### config.mk
export PLATFORM = sky130hd
export DESIGN_NAME = csif_top
export DESIGN_NICKNAME = d
export VERILOG_FILES = /design/src/csif_pkg.sv /design/src/csif_shifter.sv /design/src/csif_top.sv
export SDC_FILE = /design/constraint.sdc
export NUM_CORES = 1
export LEC_CHECK = 0
export BUFFER_PORTS_ARGS = -buffer_cell sky130_fd_sc_hd__buf_2
export CORE_MARGIN = 2
export CORE_UTILIZATION = 35
export CTS_CLUSTER_DIAMETER = 150
export CTS_CLUSTER_SIZE = 8
export DETAILED_ROUTE_END_ITERATION = 10
export GPL_TIMING_DRIVEN = 0
export PLACE_DENSITY = 0.53
export SLEW_MARGIN = 10
export SYNTH_ARGS = -nofsm -noshare
export SYNTH_HDL_FRONTEND = slang
export SYNTH_SLANG_ARGS = --single-unit
### constraint.sdc
create_clock -name core_clk_in -period 3.42 [get_ports core_clk_in]
set_input_delay 1.026 -clock core_clk_in [delete_from_list [all_inputs] [get_ports core_clk_in]]
set_output_delay 1.026 -clock core_clk_in [all_outputs]
set_load 0.02 [all_outputs]
### src/csif_pkg.sv
// Package: register map, field layout and link carrier types of the codec serial interface
package csif_pkg;

  localparam int          CSIF_DW       = 16;
  localparam int          CSIF_NBUF     = 4;
  localparam int          CSIF_AW       = 8;

  // Register byte offsets
  localparam logic [7:0]  OFS_FMT       = 8'h00;
  localparam logic [7:0]  OFS_CTRL      = 8'h04;
  localparam logic [7:0]  OFS_STAT      = 8'h08;
  localparam logic [7:0]  OFS_MASK      = 8'h0C;
  localparam logic [7:0]  OFS_RXBUF     = 8'h10;
  localparam logic [7:0]  OFS_TXBUF     = 8'h20;
  localparam logic [7:0]  OFS_BUF_SPAN  = 8'h10;

  // Frame and word format control fields
  localparam int          FMT_BLEN_HI   = 11;
  localparam int          FMT_BLEN_LO   = 10;
  localparam int          FMT_FLEN_HIGH = 8;
  localparam int          FMT_FLEN_LO_H = 7;
  localparam int          FMT_FLEN_LO_L = 5;
  localparam int          FMT_WS_HI     = 3;
  localparam int          FMT_WS_LO     = 0;
  localparam logic [15:0] FMT_WMASK     = 16'h0DEF;
  localparam logic [15:0] FMT_RESET     = 16'h0000;

  // Control, status and mask fields
  localparam int          CTRL_EN_BIT   = 0;
  localparam int          ST_BLOCK_BIT  = 0;
  localparam int          ST_FRAME_BIT  = 1;
  localparam int          ST_W          = 2;
  localparam logic [1:0]  ST_RESET      = 2'h0;
  localparam logic [15:0] BUF_RESET     = 16'h0000;

  typedef enum logic [0:0] {
    CSIF_IDLE   = 1'b0,
    CSIF_ACTIVE = 1'b1
  } csif_state_t;

  typedef struct packed {
    logic bclk;
    logic fsync;
    logic sdi;
  } csif_link_in_t;

  typedef struct packed {
    logic sdo;
    logic sdo_oe;
  } csif_link_out_t;

endpackage

### src/csif_shifter.sv
// Serial word shifter: parallel load left aligned, shift left, capture at bit 0
`timescale 1ns/1ps
module csif_shifter import csif_pkg::*; #(
  parameter int W = 16
) (
  // Clock and reset
  input  wire logic         core_clk_in,
  input  wire logic         rst_in,
  // Control
  input  wire logic         load_in,
  input  wire logic [W-1:0] load_data_in,
  input  wire logic         shift_in,
  input  wire logic         serial_in,
  // Word
  output logic      [W-1:0] word_out
);

  logic [W-1:0] word_q;
  logic [W-1:0] word_d;

  // Load has priority; a load on a shift edge starts the next word cleanly
  assign word_d = load_in  ? load_data_in :
                  shift_in ? {word_q[W-2:0], serial_in} : word_q;

  always_ff @(posedge core_clk_in) begin
    if (rst_in) begin
      word_q <= '0;
    end else begin
      word_q <= word_d;
    end
  end

  assign word_out = word_q;

endmodule

### src/csif_top.sv
// Codec serial interface: format register, link shifter, word buffers, Wishbone slave
//////////////////////////////////////////////////////////////////////////////////////
// Overview of operation
// - Buffer length setting sits in bits 11:10, read/write, zero after reset.
// - Interrupt event after buffer length setting plus one words, one to four.
// - Frame length from bit 8 and bits 7:5; frame holds setting plus one words.
// - Each serial word is word size setting plus one bits long, one to sixteen.
//////////////////////////////////////////////////////////////////////////////////////
`timescale 1ns/1ps
module csif_top import csif_pkg::*; (
  // Clock and reset
  input  wire logic                core_clk_in,
  input  wire logic                rst_in,
  // Wishbone slave
  input  wire logic                wb_cyc_in,
  input  wire logic                wb_stb_in,
  input  wire logic                wb_we_in,
  input  wire logic [CSIF_AW-1:0]  wb_adr_in,
  input  wire logic [3:0]          wb_sel_in,
  input  wire logic [31:0]         wb_dat_in,
  output logic      [31:0]         wb_dat_out,
  output logic                     wb_ack_out,
  // Codec link pins
  input  wire csif_link_in_t       link_in,
  output csif_link_out_t           link_out,
  // Interrupt
  output logic                     irq_out
);

  ////////////////////////////////////////////////////////////////////////////////////
  // Registers
  logic [15:0]          fmt_q;
  logic                 enable_q;
  logic [ST_W-1:0]      stat_q;
  logic [ST_W-1:0]      stat_d;
  logic [ST_W-1:0]      mask_q;
  logic [CSIF_DW-1:0]   rx_buf_q [CSIF_NBUF];
  logic [CSIF_DW-1:0]   tx_buf_q [CSIF_NBUF];
  logic [31:0]          rdata_q;
  logic                 ack_q;

  // Link side state
  csif_link_in_t        sync1_q;
  csif_link_in_t        sync2_q;
  logic                 bclk_prev_q;
  csif_state_t          state_q;
  logic [3:0]           bit_cnt_q;
  logic [3:0]           slot_q;
  logic [1:0]           buf_idx_q;
  logic                 sdo_q;

  ////////////////////////////////////////////////////////////////////////////////////
  // Field decode
  wire  [1:0]           buffer_length_setting;
  wire  [3:0]           frame_length_setting;
  wire  [3:0]           word_size_setting;

  assign buffer_length_setting = fmt_q[FMT_BLEN_HI:FMT_BLEN_LO];
  assign frame_length_setting  = {fmt_q[FMT_FLEN_HIGH],
                                  fmt_q[FMT_FLEN_LO_H:FMT_FLEN_LO_L]};
  assign word_size_setting     = fmt_q[FMT_WS_HI:FMT_WS_LO];

  ////////////////////////////////////////////////////////////////////////////////////
  // Wishbone decode
  wire                  wb_req;
  wire                  wb_wr;
  wire                  hit_fmt;
  wire                  hit_ctrl;
  wire                  hit_stat;
  wire                  hit_mask;
  wire                  hit_rx;
  wire                  hit_tx;
  wire  [1:0]           buf_sel;
  wire  [15:0]          wr_lanes;
  wire  [15:0]          fmt_merged;
  wire  [15:0]          tx_word_w;

  assign wb_req     = wb_cyc_in & wb_stb_in;
  // Writes land on the edge where the master samples ack
  assign wb_wr      = wb_req & wb_we_in & ack_q;
  assign hit_fmt    = (wb_adr_in == OFS_FMT);
  assign hit_ctrl   = (wb_adr_in == OFS_CTRL);
  assign hit_stat   = (wb_adr_in == OFS_STAT);
  assign hit_mask   = (wb_adr_in == OFS_MASK);
  assign hit_rx     = (wb_adr_in >= OFS_RXBUF) && (wb_adr_in < OFS_RXBUF + OFS_BUF_SPAN)
                      && (wb_adr_in[1:0] == 2'h0);
  assign hit_tx     = (wb_adr_in >= OFS_TXBUF) && (wb_adr_in < OFS_TXBUF + OFS_BUF_SPAN)
                      && (wb_adr_in[1:0] == 2'h0);
  assign buf_sel    = wb_adr_in[3:2];
  assign wr_lanes   = {{8{wb_sel_in[1]}}, {8{wb_sel_in[0]}}};
  assign tx_word_w  = (wb_dat_in[15:0] & wr_lanes) | (tx_buf_q[buf_sel] & ~wr_lanes);
  // Only implemented fields take write data; the others stay zero
  assign fmt_merged = ((wb_dat_in[15:0] & wr_lanes) | (fmt_q & ~wr_lanes))
                      & FMT_WMASK;

  ////////////////////////////////////////////////////////////////////////////////////
  // Read data mux
  logic [31:0]          rd_mux;

  always_comb begin
    rd_mux = 32'h0000_0000;
    if (hit_fmt) begin
      rd_mux = {16'h0000, fmt_q & FMT_WMASK};
    end else if (hit_ctrl) begin
      rd_mux = {31'h0000_0000, enable_q};
    end else if (hit_stat) begin
      rd_mux = {30'h0000_0000, stat_q};
    end else if (hit_mask) begin
      rd_mux = {30'h0000_0000, mask_q};
    end else if (hit_rx) begin
      rd_mux = {16'h0000, rx_buf_q[buf_sel]};
    end else if (hit_tx) begin
      rd_mux = {16'h0000, tx_buf_q[buf_sel]};
    end
  end

  ////////////////////////////////////////////////////////////////////////////////////
  // Bus slave: ack one cycle after the request, dropped the cycle after
  always_ff @(posedge core_clk_in) begin
    if (rst_in) begin
      ack_q   <= 1'b0;
      rdata_q <= 32'h0000_0000;
    end else begin
      ack_q   <= wb_req & ~ack_q;
      rdata_q <= (wb_req & ~ack_q) ? rd_mux : rdata_q;
    end
  end

  assign wb_ack_out = ack_q;
  assign wb_dat_out = rdata_q;

  ////////////////////////////////////////////////////////////////////////////////////
  // Software registers
  always_ff @(posedge core_clk_in) begin
    if (rst_in) begin
      fmt_q    <= FMT_RESET;
      enable_q <= 1'b0;
      mask_q   <= ST_RESET;
    end else begin
      if (wb_wr && hit_fmt) begin
        fmt_q <= fmt_merged;
      end
      if (wb_wr && hit_ctrl && wb_sel_in[0]) begin
        enable_q <= wb_dat_in[CTRL_EN_BIT];
      end
      if (wb_wr && hit_mask && wb_sel_in[0]) begin
        mask_q <= wb_dat_in[ST_W-1:0];
      end
    end
  end

  always_ff @(posedge core_clk_in) begin
    if (rst_in) begin
      for (int i = 0; i < CSIF_NBUF; i++) begin
        tx_buf_q[i] <= BUF_RESET;
      end
    end else if (wb_wr && hit_tx) begin
      tx_buf_q[buf_sel] <= tx_word_w;
    end
  end

  ////////////////////////////////////////////////////////////////////////////////////
  // Link pin synchronisers; only the second stage is looked at
  wire                  bclk_rise;
  wire                  bclk_fall;

  always_ff @(posedge core_clk_in) begin
    if (rst_in) begin
      sync1_q     <= '0;
      sync2_q     <= '0;
      bclk_prev_q <= 1'b0;
    end else begin
      sync1_q     <= link_in;
      sync2_q     <= sync1_q;
      bclk_prev_q <= sync2_q.bclk;
    end
  end

  assign bclk_rise = sync2_q.bclk & ~bclk_prev_q;
  assign bclk_fall = ~sync2_q.bclk & bclk_prev_q;

  ////////////////////////////////////////////////////////////////////////////////////
  // Frame sequencer
  wire                  frame_start;
  wire                  bit_edge;
  wire                  word_done;
  wire                  frame_done;
  wire                  block_done;
  wire  [15:0]          shift_word;
  wire  [15:0]          rx_word;
  wire  [15:0]          tx_aligned;
  wire                  load_word;
  wire  [1:0]           next_idx;

  // Frame sync seen on a rising edge; data starts one bit clock later
  assign frame_start = enable_q & bclk_rise & sync2_q.fsync;
  assign bit_edge    = (state_q == CSIF_ACTIVE) & bclk_rise & ~frame_start;
  assign word_done   = bit_edge & (bit_cnt_q == word_size_setting);
  assign frame_done  = word_done & (slot_q == frame_length_setting);
  assign block_done  = word_done & (buf_idx_q == buffer_length_setting);
  assign rx_word     = {shift_word[14:0], sync2_q.sdi};
  assign next_idx    = block_done ? 2'h0 : buf_idx_q + 2'h1;
  // Word is sent MSB first, so it is aligned to the top of the shifter.
  // A frame start sends the current slot, since blocks may span frames.
  assign tx_aligned  = tx_buf_q[word_done ? next_idx : buf_idx_q]
                       << (4'hF - word_size_setting);
  assign load_word   = frame_start | (word_done & ~frame_done);

  always_ff @(posedge core_clk_in) begin
    if (rst_in) begin
      state_q   <= CSIF_IDLE;
      bit_cnt_q <= 4'h0;
      slot_q    <= 4'h0;
    end else begin
      case (state_q)
        CSIF_IDLE: begin
          if (frame_start) begin
            state_q   <= CSIF_ACTIVE;
            bit_cnt_q <= 4'h0;
            slot_q    <= 4'h0;
          end
        end
        CSIF_ACTIVE: begin
          if (!enable_q) begin
            state_q <= CSIF_IDLE;
          end else if (frame_start) begin
            bit_cnt_q <= 4'h0;
            slot_q    <= 4'h0;
          end else if (frame_done) begin
            state_q <= CSIF_IDLE;
          end else if (word_done) begin
            bit_cnt_q <= 4'h0;
            slot_q    <= slot_q + 4'h1;
          end else if (bit_edge) begin
            bit_cnt_q <= bit_cnt_q + 4'h1;
          end
        end
        default: begin
          state_q <= CSIF_IDLE;
        end
      endcase
    end
  end

  // Buffer index survives frame boundaries so blocks may span frames
  always_ff @(posedge core_clk_in) begin
    if (rst_in) begin
      buf_idx_q <= 2'h0;
      for (int i = 0; i < CSIF_NBUF; i++) begin
        rx_buf_q[i] <= BUF_RESET;
      end
    end else if (!enable_q) begin
      buf_idx_q <= 2'h0;
    end else if (word_done) begin
      rx_buf_q[buf_idx_q] <= rx_word;
      buf_idx_q           <= next_idx;
    end
  end

  csif_shifter #(
    .W            (CSIF_DW)
  ) u_shifter (
    .core_clk_in  (core_clk_in),
    .rst_in       (rst_in),
    .load_in      (load_word),
    .load_data_in (tx_aligned),
    .shift_in     (bit_edge),
    .serial_in    (sync2_q.sdi),
    .word_out     (shift_word)
  );

  // Output data changes on the falling bit clock edge
  always_ff @(posedge core_clk_in) begin
    if (rst_in) begin
      sdo_q <= 1'b0;
    end else if (bclk_fall) begin
      sdo_q <= shift_word[CSIF_DW-1];
    end
  end

  assign link_out.sdo    = sdo_q;
  assign link_out.sdo_oe = (state_q == CSIF_ACTIVE);

  ////////////////////////////////////////////////////////////////////////////////////
  // Interrupt status: a new event wins over a write-one clear in the same cycle
  wire  [ST_W-1:0]      st_event;
  wire  [ST_W-1:0]      st_clear;

  assign st_event = {frame_done, block_done};
  assign st_clear = (wb_wr && hit_stat && wb_sel_in[0]) ? wb_dat_in[ST_W-1:0] : 2'h0;
  assign stat_d   = (stat_q & ~st_clear) | st_event;

  always_ff @(posedge core_clk_in) begin
    if (rst_in) begin
      stat_q <= ST_RESET;
    end else begin
      stat_q <= stat_d;
    end
  end

  assign irq_out = |(stat_q & mask_q);

endmodule

**Word level (Yosys, flattened, before mapping)**

Memory sizes are Yosys's and may differ from the RTL's.
Cells that the tools add are included.

- Bits in registers: 83
- RAM bits: 128
- Bits of input ports: 52
- Output and inout port bits: 36
- Logic and storage cells: 137
- Memories: 2

Memory list:

| name | depth | bits a word | read ports | clocked after Yosys merged registers in | write ports | RTL line | source |
|---|---|---|---|---|---|---|---|
| rx_buf_q | 4 | 16 | 1 | 0 | 4 | csif_top.sv:37 | `logic [CSIF_DW-1:0] rx_buf_q [CSIF_NBUF];` |
| tx_buf_q | 4 | 16 | 2 | 0 | 4 | csif_top.sv:38 | `logic [CSIF_DW-1:0] tx_buf_q [CSIF_NBUF];` |

- Add/sub/neg operators: 4
- Order comparisons: 4
- Equal/unequal tests: 11
- Shift-type cells: 1
- Mux-type cells: 43
- Bitwise operators: 32
- Reductions and logical operators: 21

Operators with widths:

| cell | number |
|---|---|
| $mux W16 | 8 |
| $mux W32 | 2 |
| $mux W4 | 10 |
| $and A16 B16 Y16 | 2 |
| $reduce_or A16 Y1 | 2 |
| $eq A8 B4 Y1 const B | 2 |
| $lt A8 B6 Y1 const B | 2 |
| $not A16 Y16 | 1 |
| $or A16 B16 Y16 | 1 |
| $pmux W4 S2 | 2 |
| $shl A16 B4 Y16 | 1 |
| $mux W1 | 15 |
| $and A1 B1 Y1 | 14 |
| $and A12 B12 Y12 | 1 |
| $logic_and A1 B1 Y1 | 12 |
| $or A12 B12 Y12 | 1 |
| $mux W2 | 5 |
| $add A4 B1 Y4 const B | 2 |
| $eq A4 B4 Y1 | 2 |
| $eq A8 B3 Y1 const B | 1 |
| $ge A8 B5 Y1 const B | 1 |
| $ge A8 B6 Y1 const B | 1 |
| $logic_not A8 Y1 | 1 |
| $reduce_and A4 Y1 | 2 |
| 16 further kinds | 25 |

**Longest topological paths before layout**

- Depth in word-level cells: 13
- Mapped depth: 12
- Mapped depth without buffers: 9

**Cells and area by module**

From an unflattened synthesis, not the netlist that was laid out.

- Cell total of the unflattened synthesis: 965
- Area total of the unflattened synthesis: 10714.0 um^2

Modules (own cells, without submodules):

| module | times used | cells an instance | area an instance (um^2) | sequential area each (um^2) |
|---|---|---|---|---|
| csif_top | 1 | 894 | 9908.3 | 4864.7 |
| csif_shifter | 1 | 71 | 805.8 | 320.3 |

**Worst setup path before layout**

Ideal clock, no wire load.

- Path kind: input -> register
- From: in wb_adr_in[1]
- To: reg with a tool-made name
- Setup time: 0.128 ns
- Data arrival time: 2.997 ns
- Required time: 3.292 ns
- Path slack: 0.296 ns
- Stages on the path: 8
- Buffers on the path: 3
- Path through: or4_1 > clkbuf_1 > nor4_1 > clkbuf_1 > and3_1 > clkbuf_1 > mux2i_1 > nor2_1

RTL lines:

| item | RTL line | source |
|---|---|---|
| start, declared | csif_top.sv:18 | `input wire logic [CSIF_AW-1:0] wb_adr_in,` |

==> flow_summary.ini <==
[detailed_routing]
dr_wl_met2_um = 16600
drcViolationCount = 0
vias = 8865
routed_wl_um = 38000
dr.pass1.iters = 6
drt_iter0_markers = 1093
routed_via_density = 5.96
wl_per_cell_um = 25.6
top_layer = met4
wl_met3_um = 3200
wl_met1_um = 16900
ant_nets = 0

[layout]
fin_nets = 1139
antenna_cells = 0
fin_cells = 1488
syn_to_final_growth_pct = 14.9
design_area_um2 = 12300
utilization = 0.411
drive_gt1_frac = 0.213

[yosys]
yosysTopAreaCellShare = 0.359
ys_ff_latch = 195
synth_top_cell_by_area = edfxtp_1
ys_seq_area_frac = 0.485
netlist_area_um2 = 10700
yosys_warnings = 0
ys_types = 72
async_flop_share = 0
synth_top_cells_by_area = edfxtp_1 (36%), dfxtp_1 (13%), mux4_2 (8.0%)
synth_edf_count = 128
avgSynthCellArea_um2 = 10.7
ys_dominant_reg_cell = edfxtp_1
synthCells = 997

[power]
p_per_area_nw_per_um2 = 413
power_mw = 5.07
ir_worst_vdd_mv = 0.366
p_leak_nw = 4.66

[sta]
timing_hold_violations_final = 0
rsz0062_at_grt = true
setup_slack_ns = -0.0630
drv_slew = 0
min_period_ns = 3.48
maxSlewHeadroom = 0.251
fin_skew_ns = 0.0188
worst_slew_pin_slew_ns = 1.12
fmax_ghz = 0.287
holdWs_ns = 0.442
setup_violations = 2
period_share = 1.02

[worst_setup_path]
crit_top_cell = nor3_1
crit_slowest_cell = a221oi_1
slowest_delay_ns = 0.77
cp-end-kind = flop
cp_num_buf_inv = 1
crit_arrival_ns = 3.79
cp_data_required_time_ns = 3.73
start_kind = flop
worst-setup-path-type = flop to flop
rr_worst_depth = 9
crit_fanout = 10
critical_path.top_delay_family = simple AND/OR/NAND/NOR gates
path_depth = 9
crit_chain = xor2_1 > nor4_4 > nand2_2 > clkbuf_2 > a221oi_1 > mux4_2 > nor3_1 > nor3_1 > a211oi_1

[die]
ios = 88
rows = 63
core_um2 = 29900
die_h_um = 179
die_w_um = 179
start_util = 0.358
die_area_um2 = 32000

[clock_tree]
ctsHoldBuffers = 0
cts_tree = done
cts.clk_slew.worst_paths_ns = 0.09
root_buffer = clkbuf_16
cts.sinks = 195
cts_buffer_depth = 2
htree_num_levels = 4
cts-buffers-inserted = 17
insertion_delay_ns = 0.46

[job]
max-cap-violations = 0

[outcome]
outcome = complete, but fails checks
violations = setup timing

[global_routing]
grt_first_pass_wirelength_um = 55500
track_usage = 0.243
antenna_found_initial = 1
grt_pass1_vias = 8211
overflow = 0
grt_max_degree = 20

[place]
place_area_um2 = 11500
place_inst = 1450
portBuffers = 48
hpwl_um = 27900
gp_congestion = 0.968

[worst_hold_path]
holdPathStages = 1
min_path_type = flop to flop
-- cells in the mapped netlist, types with 3 or more instances --
cell and count:
o31ai_1 3, nand4_1 8, a22oi_1 11, and3_1 52, clkbuf_1 66, a221oi_1 17, a21oi_1 27, buf_1 7
nand3_1 13, xor2_1 13, a21o_1 7, and2_1 21, nand2_1 60, mux2_2 29, a31oi_1 8, edfxtp_1 128
a22o_1 21, nand3b_1 4, inv_1 22, mux4_2 38, nor2_1 122, o21ai_1 4, dfxtp_1 67, nor3_1 23
or3_1 4, buf_2 7, o2111ai_1 3, a32oi_1 5, or2_2 6, a211oi_1 10, buf_4 19, a311oi_1 4
a221o_1 10, mux2i_1 39, nor3b_1 3, a222oi_1 7, o211ai_1 6, nor4_1 7, nor2b_1 18, o21ai_0 28
nand2b_1 10
-- worst register-to-register path, stage by stage, from the launching register on --
cell	delay [ns]
dfxtp_2	0.52
xor2_1	0.18
nor4_4	0.47
nand2_2	0.26
clkbuf_2	0.30
a221oi_1	0.77
mux4_2	0.47
nor3_1	0.06
nor3_1	0.19
a211oi_1	0.11
-- routing by layer --
metal  vias to the layer above  GRT usage
met1                      4429      0.349
met5                         -          0
met3                        66     0.0483
met2                       456      0.360
met4                         0     0.0945
li1                       3914          -
-- flip-flops by register name, indices dropped and copies added, names as in the netlist, 3 cells and up, named ones only --
register	count
rx_buf_q	64
sync1_q	3
tx_buf_q	64
u_shifter.word_out	16
wb_dat_out	16
slot_q	4
bit_cnt_q	4
-- placed cells by master, fill, tap and decap left out, types with 5 or more instances in the layout --
cell type and instances:
and2_1 22, a211oi_1 9, conb_1 16, clkbuf_2 10, nor3_1 22, or2_2 6, and3_1 52, nor2_1 119
a32oi_1 5, mux2i_1 35, buf_4 28, a221oi_1 17, mux2_2 29, inv_1 22, nand2_1 59, a222oi_1 7
nor4_1 5, edfxtp_1 128, a31oi_1 7, buf_2 53, dfxtp_1 65, o21ai_0 25, mux4_2 38, a22o_1 21
a221o_1 9, xor2_1 13, nor2b_1 18, o211ai_1 6, nand3_1 13, a22oi_1 11, clkbuf_1 56, nand2b_1 9
clkbuf_16 17, nand4_1 8, a21oi_1 26
-- power breakdown --
group | switching, mW | internal [mW] | total [mW]
registers | 0.0380 | 2.57 | 2.61
logic | 0.262 | 0.159 | 0.421
clock network | 0.990 | 1.06 | 2.05
-- logic make-up (layout without fill, tap and decap cells) --
family                     count (synthesis)  count (layout)  share of synthesized area
AOI/OAI and AO/OA                        191             191                      0.131
xor gates and xnor gates                  15              15                     0.0123
adders and majority gates                  2               2                    0.00234
buffers and inverters                    124             210                     0.0517
DFF                                      195             195                      0.485
muxes                                    106             106                      0.147
other                                      1              16                   0.000351
and+or+nand+nor                          363             363                      0.170
-- area by class of cell --
| type | count | area (um2) |
|---|---|---|
| fill | 2905 | 17600 |
| buffer | 97 | 483 |
| multi-input combinational | 693 | 5150 |
| clock inverter | 12 | 139 |
| tap | 390 | 488 |
| clock buffer | 20 | 447 |
| timing repair buffer | 57 | 308 |
| sequential | 195 | 5190 |
| inverter | 24 | 90.1 |
-- per-stage QoR --
step,worst slack (ns),setup TNS (ns)
2_1_floorplan,0.296,0
3_3_place_gp,-0.682,-75.00
3_5_place_dp,-0.644,-77.36
4_1_cts,0.0122,0
5_1_grt,-0.0287,-0.0364
6_report,-0.0630,-0.0727
-- worst paths after layout --
path | slack [ns] | to | startpoint
setup / recovery | -0.06 | u_shifter.word_out[15] | flop
hold / removal | 0.44 | sync2_q[2] | sync1_q[2]
setup reg to reg | -0.06 | u_shifter.word_out[15] | flop
hold reg to reg | 0.44 | sync2_q[2] | sync1_q[2]
-- what timing repair did --
| action | 4_1_cts | 5_1_grt |
|---|---|---|
| setup endpoints to repair | 140 | 68 |
| setup buffers | 5 | 4 |
| gates resized for setup | 30 | 30 |
| pin swaps | 1 | 3 |
Power figures use the tool's default switching activity.
